`src/include/bscc_pkg.sv`:
```
/*
  Package for the bit-skip and call control block: widths, opcode kinds,
  state encoding and the carrier structs shared by the control and stack files.
  Assumes one instruction clock and a 10-bit program counter.
*/
package bscc_pkg;

  // ----------------------------------------------------------------
  // Widths
  // ----------------------------------------------------------------
  localparam int PC_W = 10;
  localparam int DATA_W = 8;
  localparam int BIT_SEL_W = 3;
  localparam int REG_ADDR_W = 6;
  localparam int STACK_DEPTH = 4;
  localparam int SP_W = 2;

  // ----------------------------------------------------------------
  // Constants
  // ----------------------------------------------------------------
  localparam logic [PC_W-1:0] PC_RESET = 10'h000;
  localparam logic [PC_W-1:0] PC_STEP = 10'h001;
  localparam logic [SP_W-1:0] SP_RESET = 2'h0;
  localparam logic [SP_W-1:0] SP_STEP = 2'h1;
  localparam int HI_LSB = 0;
  localparam int HI_MSB = 1;

  // ----------------------------------------------------------------
  // Instruction kinds handled here
  // ----------------------------------------------------------------
  typedef enum logic [2:0] {
    BSCC_OP_NONE = 3'h0,
    BSCC_OP_SKIP_CLEAR = 3'h1,
    BSCC_OP_SKIP_SET = 3'h2,
    BSCC_OP_CALL_IMM = 3'h3,
    BSCC_OP_CALL_ACC = 3'h4
  } bscc_op_e;

  // Execution states; RUN-FLUSH moves change one bit, RUN-CALL2 moves change two
  typedef enum logic [1:0] {
    BSCC_ST_RUN = 2'b00,
    BSCC_ST_FLUSH = 2'b01,
    BSCC_ST_CALL2 = 2'b11
  } bscc_state_e;

  // Decoded instruction from the core
  typedef struct packed {
    logic valid;
    bscc_op_e op;
    logic [REG_ADDR_W-1:0] reg_addr;
    logic [BIT_SEL_W-1:0] bit_sel;
    logic [DATA_W-1:0] imm_addr;
  } bscc_instr_s;

  // Stack write port
  typedef struct packed {
    logic push;
    logic [SP_W-1:0] ptr;
    logic [PC_W-1:0] data;
  } bscc_push_s;

endpackage

```
`src/verilog/bscc_stack_mem.sv`:
```
/*
  Return-address stack storage: one write port, one registered read port.
  Assumes the control file supplies the pointer and writes at most once a cycle.
*/
`timescale 1ns/1ns
`default_nettype none

module bscc_stack_mem
#(
  parameter int DEPTH = bscc_pkg::STACK_DEPTH,
  parameter int AW = bscc_pkg::SP_W,
  parameter int DW = bscc_pkg::PC_W
)
(
  input wire logic clock, // Instruction clock
  input wire logic rst_n, // Async reset, active low
  input wire bscc_pkg::bscc_push_s wr, // Push request
  input wire logic [AW-1:0] rd_ptr, // Read address
  output logic [DW-1:0] rd_data // Registered read data
);
  import bscc_pkg::*;

  logic [DW-1:0] mem [DEPTH];

  // ----------------------------------------------------------------
  // Storage; no reset so it maps onto plain RAM
  // ----------------------------------------------------------------
  always_ff @(posedge clock)
  begin
    if (wr.push)
    begin
      mem[wr.ptr] <= wr.data;
    end
  end

  // Read data comes out of a register
  always_ff @(posedge clock or negedge rst_n)
  begin
    if (!rst_n)
    begin
      rd_data <= '0;
    end
    else
    begin
      rd_data <= mem[rd_ptr];
    end
  end

endmodule

`default_nettype wire

```
`src/verilog/bscc_control.sv`:
```
/*
  Control-flow executor for the two bit-test-and-skip instructions and the
  two subroutine calls of an 8-bit core, with its 10-bit program counter and
  return-address stack pointer.
  Assumes the core presents one decoded instruction per cycle when ready is
  high, returns the addressed register byte combinationally, and holds the
  accumulator, pc_high_buffer and table_high_pointer values itself.
*/
// Behaviour
// - Skip-if-clear reads chosen bit; skips next instruction when it is 0.
// - Skip-if-set reads chosen bit; skips next instruction when it is 1.
// - Skip discards prefetched word and runs a no-op cycle instead.
// - Bit tests take one cycle, or two when skipping.
// - Calls push PC plus one onto stack top; each takes two cycles.
// - Immediate call loads its 8-bit address into PC low byte.
// - Immediate call takes PC bits 9:8 from pc_high_buffer bits 1:0.
// - Accumulator call takes PC bits 9:8 from table_high_pointer bits 1:0.
// - Accumulator call loads the whole accumulator into PC low byte.
`timescale 1ns/1ns
`default_nettype none

module bscc_control
(
  input wire logic clock, // Instruction clock, 50 MHz
  input wire logic rst_n, // Async reset, active low
  input wire bscc_pkg::bscc_instr_s instr, // Decoded instruction
  input wire logic [bscc_pkg::DATA_W-1:0] reg_rd_data, // Addressed register byte
  input wire logic [bscc_pkg::DATA_W-1:0] accumulator, // Accumulator value
  input wire logic [bscc_pkg::DATA_W-1:0] pc_high_buffer, // PC high-byte buffer
  input wire logic [bscc_pkg::DATA_W-1:0] table_high_pointer, // Table high pointer
  output logic ready, // Next instruction may be presented
  output logic discard, // Prefetched word is being discarded
  output logic [bscc_pkg::REG_ADDR_W-1:0] reg_rd_addr, // Bit-test register address
  output logic [bscc_pkg::PC_W-1:0] pc, // Program counter
  output logic [bscc_pkg::SP_W-1:0] stack_ptr, // Return-stack pointer
  output logic [bscc_pkg::PC_W-1:0] stack_top, // Last written stack entry
  output logic flags_we, // Status flag write enable, never set here
  output logic acc_we // Accumulator write enable, never set here
);
  import bscc_pkg::*;

  bscc_state_e state_ff, nxt_state;
  logic [PC_W-1:0] pc_ff, nxt_pc;
  logic [SP_W-1:0] sp_ff;
  logic [PC_W-1:0] target_ff;
  bscc_push_s push;
  logic take;
  logic bit_val;
  logic skip;
  logic [PC_W-1:0] stack_rd;

  // ----------------------------------------------------------------
  // Helpers
  // ----------------------------------------------------------------
  // Call target: two high bits from a holding register, low byte given
  function automatic logic [PC_W-1:0] call_target(input logic [DATA_W-1:0] hi, input logic [DATA_W-1:0] lo);
    call_target = {hi[HI_MSB:HI_LSB], lo};
  endfunction

  function automatic logic [PC_W-1:0] pc_inc(input logic [PC_W-1:0] p);
    pc_inc = p + PC_STEP;
  endfunction

  // ----------------------------------------------------------------
  // Decode
  // ----------------------------------------------------------------
  // Register address goes straight to the file so the bit is back this cycle
  assign reg_rd_addr = instr.reg_addr;
  // Ready gates acceptance, so a word held across reset release is refused
  assign take = instr.valid && ready && (state_ff == BSCC_ST_RUN);
  assign bit_val = reg_rd_data[instr.bit_sel];
  always_comb
  begin
    skip = 1'b0;
    if (take && instr.op == BSCC_OP_SKIP_CLEAR && !bit_val)
    begin
      skip = 1'b1;
    end
    if (take && instr.op == BSCC_OP_SKIP_SET && bit_val)
    begin
      skip = 1'b1;
    end
  end

  // ----------------------------------------------------------------
  // Sequencing
  // ----------------------------------------------------------------
  // Calls and taken skips hold the pipe for a second cycle
  always_comb
  begin
    nxt_state = BSCC_ST_RUN;
    nxt_pc = pc_ff;
    push = '0;
    case (state_ff)
      BSCC_ST_RUN:
      begin
        if (take)
        begin
          nxt_pc = pc_inc(pc_ff);
          case (instr.op)
            BSCC_OP_SKIP_CLEAR, BSCC_OP_SKIP_SET:
            begin
              if (skip)
              begin
                nxt_state = BSCC_ST_FLUSH;
              end
            end
            BSCC_OP_CALL_IMM, BSCC_OP_CALL_ACC:
            begin
              push.push = 1'b1;
              push.ptr = sp_ff;
              push.data = pc_inc(pc_ff);
              nxt_state = BSCC_ST_CALL2;
            end
            default:
            begin
              nxt_state = BSCC_ST_RUN;
            end
          endcase
        end
      end
      BSCC_ST_FLUSH:
      begin
        // Discarded word only advances PC past itself
        nxt_pc = pc_inc(pc_ff);
      end
      BSCC_ST_CALL2:
      begin
        nxt_pc = target_ff;
      end
      default:
      begin
        nxt_state = BSCC_ST_RUN;
      end
    endcase
  end

  // State register
  always_ff @(posedge clock or negedge rst_n)
  begin
    if (!rst_n)
    begin
      state_ff <= BSCC_ST_RUN;
    end
    else
    begin
      state_ff <= nxt_state;
    end
  end

  // Program counter
  always_ff @(posedge clock or negedge rst_n)
  begin
    if (!rst_n)
    begin
      pc_ff <= PC_RESET;
    end
    else
    begin
      pc_ff <= nxt_pc;
    end
  end

  // Target captured in the first call cycle, so later changes to the
  // accumulator or high registers cannot bend the jump
  always_ff @(posedge clock or negedge rst_n)
  begin
    if (!rst_n)
    begin
      target_ff <= PC_RESET;
    end
    else if (take && instr.op == BSCC_OP_CALL_IMM)
    begin
      target_ff <= call_target(pc_high_buffer, instr.imm_addr);
    end
    else if (take && instr.op == BSCC_OP_CALL_ACC)
    begin
      target_ff <= call_target(table_high_pointer, accumulator);
    end
  end

  // Stack pointer moves after the write into the entry it names
  always_ff @(posedge clock or negedge rst_n)
  begin
    if (!rst_n)
    begin
      sp_ff <= SP_RESET;
    end
    else if (push.push)
    begin
      sp_ff <= sp_ff + SP_STEP;
    end
  end

  // ----------------------------------------------------------------
  // Outputs, all registered
  // ----------------------------------------------------------------
  always_ff @(posedge clock or negedge rst_n)
  begin
    if (!rst_n)
    begin
      ready <= 1'b0;
      discard <= 1'b0;
      flags_we <= 1'b0;
      acc_we <= 1'b0;
    end
    else
    begin
      ready <= (nxt_state == BSCC_ST_RUN);
      discard <= (nxt_state == BSCC_ST_FLUSH);
      flags_we <= 1'b0;
      acc_we <= 1'b0;
    end
  end

  assign pc = pc_ff;
  assign stack_ptr = sp_ff;
  assign stack_top = stack_rd;

  // Read port looks at the entry just written: pointer minus one
  bscc_stack_mem u_stack
  (
    .clock(clock),
    .rst_n(rst_n),
    .wr(push),
    .rd_ptr(sp_ff - SP_STEP),
    .rd_data(stack_rd)
  );

endmodule

`default_nettype wire

```
`config.mk`:
```
export PLATFORM = sky130hd
export DESIGN_NAME = bscc_control
export DESIGN_NICKNAME = d
export VERILOG_FILES = /design/src/include/bscc_pkg.sv /design/src/verilog/bscc_stack_mem.sv /design/src/verilog/bscc_control.sv
export SDC_FILE = /design/constraint.sdc
export NUM_CORES = 1
export LEC_CHECK = 0
export ABC_AREA = 1
export BUFFER_PORTS_ARGS = -buffer_cell sky130_fd_sc_hd__buf_2
export CAP_MARGIN = 0
export CORE_MARGIN = 2
export CORE_UTILIZATION = 55
export CTS_BUF_LIST = sky130_fd_sc_hd__clkbuf_4
export CTS_CLUSTER_DIAMETER = 100
export DETAILED_ROUTE_END_ITERATION = 7
export PLACE_DENSITY = 0.9
export SYNTH_ARGS = -nofsm -noshare
export SYNTH_HDL_FRONTEND = slang
export SYNTH_SLANG_ARGS = --single-unit
```
`constraint.sdc`:
```
create_clock -name clock -period 2.9 [get_ports clock]
set_clock_uncertainty 0.1 [all_clocks]
set_input_delay 0.435 -clock clock [delete_from_list [all_inputs] [get_ports clock]]
set_output_delay 0.435 -clock clock [all_outputs]
set_load 0.05 [all_outputs]
```
Word-level counts from Yosys, hierarchy flattened
Memories as Yosys holds them, arrays and structs flattened. A register that Yosys moved wholly into a read port is not among the register bits. Cells that the tools add are included.

Bits of input ports: 55. ROM bits: 0. Output and inout bits: 32. Bits in latches: 0. Word-level logic and storage cells: 53. Memory bits (writable): 40. Memories: 1. Bits in registers: 26.

Memories: u_stack.mem (depth 4, width 10, read ports 1, clocked after memory_dff 1, write ports 1, RTL line bscc_stack_mem.sv:23) `logic [DW-1:0] mem [DEPTH];`.

Shift operators: 0. Order comparisons: 1. Multiply operators: 0. Eq/ne operators: 8. Bitwise gates (word level): 0. Reductions and logical operators: 17. $add $sub $neg: 3. Divide/modulo/power cells: 0. Mux-type cells: 17.

Operators by type and width (count): 13-bit 2-to-1 mux (3); 10-bit 2-to-1 mux (3); 10-bit case mux with 3 select lines (1); 10-bit by 1-bit adder with 10-bit output (second input constant) (1); 1-bit logical AND (8); 3-bit by 2-bit == test with 1-bit output (second input constant) (2); 1-bit 2-to-1 mux (6); 2-bit by 1-bit == test with 1-bit output (second input constant) (2); 2-bit logical NOT (2); 3-bit by 4-bit less-than comparator with 1-bit output (second input constant) (1); 2-bit 2-to-1 mux (2); 2-bit case mux with 2 select lines (1); 2-bit OR reduction (2); 1-bit binary-select mux with 3-bit select (1); 3-bit by 1-bit == test with 1-bit output (second input constant) (1); 3-bit == test (second input constant) (1); 3-bit nonzero test (1); 2-bit by 1-bit adder with 2-bit output (second input constant) (1); 2-bit == test (second input constant) (1); 1-bit logical NOT (2); 2-bit inequality test (second input constant) (1); 2-bit AND reduction (1); 2-bit nonzero test (1); 2-bit by 1-bit subtractor with 2-bit output (second input constant) (1).

Logic depth before layout (Yosys ltp)
Depth after elaboration: 11. Gate-level depth with buffers: 9.

Cells and area by module
From an unflattened synthesis, not the netlist that was laid out.

Cells, all modules: 412. Area, all modules: 3687.3 sq um.

By module, submodules not included: bscc_stack_mem (area an instance 1970.6 sq um, instances 1, cells an instance 174); bscc_control (area an instance 1716.6 sq um, instances 1, cells an instance 238).

Worst setup path after synthesis
No wires, ideal clock.

Path kind: reg2reg. From: reg sp_ff[0] (netlist: stack_ptr[0]). To: mem u_stack.mem[3][0] (netlist name) (enable). Arrival: 1909 ps. Setup time: 390 ps. Stages on the path, launching flop included: 5. Buffers on the path: 2. Period minus slack after synthesis: 2399 ps. Setup slack: 501 ps. Cells stage by stage: dfrtp_1 -> buf_2 -> inv_1 -> clkbuf_1 -> nor3_1.

Longest elaborated chain between the ends: 3.

Ends and longest elaborated chain: start: declaration (RTL line bscc_control.sv:44) `logic [SP_W-1:0] sp_ff;`; start signal: assignment (RTL line bscc_control.sv:191) `sp_ff <= sp_ff + SP_STEP;`; 13-bit 2-to-1 mux (RTL line bscc_control.sv:100) `case (instr.op)`; 13-bit 2-to-1 mux (RTL line bscc_control.sv:97) `if (take)`; 13-bit 2-to-1 mux (RTL line bscc_control.sv:94) `case (state_ff)`; end: declaration (RTL line bscc_stack_mem.sv:23).

Every way passes these cells.

Worst setup path in the final report
From: reg sp_ff[0] (netlist: stack_ptr[0]). To: out stack_ptr[0] (netlist name).

RTL lines: end: declaration (RTL line bscc_control.sv:35) `output logic [bscc_pkg::SP_W-1:0] stack_ptr,`.

No word-level cell between the ends.

==> flow_metrics.tcl <==
set metrics [dict create \
    core_area_um2 5991 \
    die_x_um 83.14 \
    post_cts_resized 0 \
    grt_usage 0.2022 \
    critPathBufInv 1 \
    power.density_nw_per_um2 916.3 \
    crit_family "flip-flops" \
    grt_max_degree 37 \
    setup_violations 0 \
    synthTopCellsByArea "edfxtp_1 (35%), dfrtp_1 (26%), nand2_1 (6.6%)" \
    finalWorstSetupSlack_ns 0.7971 \
    wl_per_cell_um 13.80 \
    crit_start "stack_ptr[0]$_DFFE_PN0P_" \
    fill_cells 460 \
    r2r_setup_slack_ns 0.84 \
    synthDominantCellAreaShare 0.3487 \
    fmax_ghz 0.4755 \
    diodes 0 \
    synth_cell_types 33 \
    syn_avg_cell_area_um2 10.41 \
    cts_setup_buffers 0 \
    vdd_ir_drop_max_v 0.0006302 \
    fin_crit_sh 0.7251 \
    critical_path_class "register to output pin" \
    crit_fanout 18 \
    slew_viol_final 0 \
    yosys_warnings 0 \
    worst_hold_slack_ns -0.02052 \
    synth_edf_count 40 \
    h-tree-depth 3 \
    synth_commonest_cells "nand2_1 (61), edfxtp_1 (40), nand3_1 (39)" \
    worst_pin_slew_ns 0.7924 \
    drive_gt1_frac 0.2640 \
    crit_required_ns 2.37 \
    worst_path_max_delay_cell "dfrtp_1" \
    syn-cell-area_um2 3445 \
    synth.most_common_cell "nand2_1" \
    synth.largest_area_cell "edfxtp_1" \
    p_leak_nw 1.773 \
    r2r-end "u_stack.mem[3][5]$_DFFE_PP_" \
    cp-start-kind "register" \
    cp-end-kind "output pin" \
    violations "negative hold slack" \
    cts.clk_slew.worst_paths_ns 0.12 \
    clockRootBuffer "clkbuf_4" \
    met1_usage 0.2267 \
    place_hpwl_um 4545 \
    via_per_inst 5.348 \
    cts_tree "yes" \
    synth_ff_type "edfxtp_1" \
    rsz0062_at_grt "false" \
    grt.met2_usage 0.3534 \
    hold_viol 23 \
    path_cells "buf_2" \
    r2r-start "stack_ptr[0]$_DFFE_PN0P_" \
    synthArstFlopShare 0.4737 \
    drtAntennaViolNets 0 \
    period_minus_slack_ns 2.103 \
    seq_area_frac_synth 0.6102 \
    max_stage_delay_ns 0.77 \
    final-seq-area_um2 2102 \
    p_int_mw 1.979 \
    tns_ns 0 \
    die-area_um2 6912 \
    grt_first_pass_wirelength_um 10930 \
    cts_sinks 76 \
    io-pin-count 87 \
    dpl_cell_area_um2 3742 \
    grt.busiest_layer "met2" \
    syn_to_final_growth_pct 12.68 \
    row_count 28 \
    r2r_cells 3 \
    post-route-cell-area_um2 3881 \
    p_seq_frac 0.432 \
    dr.pass1.iters 4 \
    p_sw_mw 1.577 \
    cp_data_arrival_time_ns 1.57 \
    vias 2508 \
    first_global_vias 2491 \
    grt_overflow 0 \
    clockBufferDepth 2 \
    numCtsBuffers 9 \
    comb_power_share 0.390 \
    clock_latency_ns 0.42 \
    drc_errors 0 \
    place_ws_ns 0.8439 \
    crit_end "stack_ptr[0]" \
    relSlewSlack 0.4717 \
    nNetsFinal 445 \
    hold_class "input port to asynchronous set/reset pin" \
    maxCapViolations 0 \
    outcome "finished with violations" \
    io_buffer_count 60 \
    synthCells 331 \
    switching_share 0.4434 \
    multi_input_area_um2 1055 \
    clkPwrFrac 0.178 \
    start_util 0.5750 \
    gp_congestion 0.8590 \
    antenna_found_initial 0 \
    initialDrtViolationCount 111 \
    die_h_um 83.14 \
    cp.depth 1 \
    yosys_register_bits 76 \
    wirelength_um 6471 \
    grtUsageMet3 0.06064 \
    cts-hold-fix-buffers 0 \
    finalPower_mw 3.556 \
]
[state kept, by name (all words and copies together) (netlist names)]
name,cells
pc,10
u_stack.rd_data,10
target_ff,10
state_ff,2
discard,1
ready,1
u_stack.mem,40
stack_ptr,2
[layout make-up]
class                      instances  area share
inverter                          39     0.03772
tap                               75     0.02418
multi-input combinational        197      0.2718
clock inverter                     6     0.01644
sequential                        76      0.5416
clock buffer                      10     0.01934
timing repair buffer              66     0.08897
[cells in the final DEF (no fill, tap or decap), types with 2 or more instances in the layout]
master	n
a21oi_1	8
a22oi_1	6
buf_2	60
buf_4	6
clkbuf_4	10
clkinv_1	2
conb_1	2
dfrtp_1	36
edfxtp_1	40
inv_1	32
inv_2	6
nand2_1	61
nand3_1	39
nand4_1	7
nor2_1	24
nor2_2	3
nor3_1	4
nor3_2	2
o211ai_1	3
o21ai_0	16
o21ai_1	2
o22ai_2	7
xor2_1	5
[worst min path at each step]
stage	start	endpoint	cells past startpoint
floorplan	rst_n	discard$_DFF_PN0_	0
detailed placement	u_stack.mem[2][0]$_DFFE_PP_	u_stack.rd_data[0]$_DFF_PN0_	2
CTS	rst_n	u_stack.rd_data[2]$_DFF_PN0_	1
global route	rst_n	pc[8]$_DFFE_PN0P_	1
global placement	u_stack.mem[2][0]$_DFFE_PP_	u_stack.rd_data[0]$_DFF_PN0_	2
finish	rst_n	u_stack.rd_data[2]$_DFF_PN0_	1
[cell families after synthesis]
logic type / after synthesis / synth area share
buf+inv: 59 / 0.08463
simple gates: 144 / 0.1962
flops: 76 / 0.6102
other cells: 1 / 0.001089
compound gates: 44 / 0.08899
xor+xnor: 6 / 0.01526
fa+ha+maj: 1 / 0.003632
[routing by layer]
layer	part of all wire	wire, um
met1	0.41	2624
met5	0	0
met2	0.51	3296
met4	0.015	98
met3	0.070	452
[through the flow]
| step | instances | utilization |
|---|---|---|
| global route | 469 | 0.6479 |
| CTS | 469 | 0.6479 |
| detailed placement | 453 | 0.6247 |
| finish | 469 | 0.6479 |
| global placement | 453 | 0.6247 |
| floorplan | 332 | - |
[power groups by stage]
| stage | clock [mW] | sequential [mW] | combinational (mW) |
|---|---|---|---|
| 3_3_place_gp | 0 | 1.55 | 1.36 |
| 2_1_floorplan | 0 | 2.00 | 0.625 |
| 3_5_place_dp | 0 | 1.56 | 1.39 |
| 4_1_cts | 0.645 | 1.54 | 1.40 |
| 6_report | 0.634 | 1.53 | 1.39 |
| 5_1_grt | 0.684 | 1.57 | 1.51 |
Power figures use the tool's default switching activity.
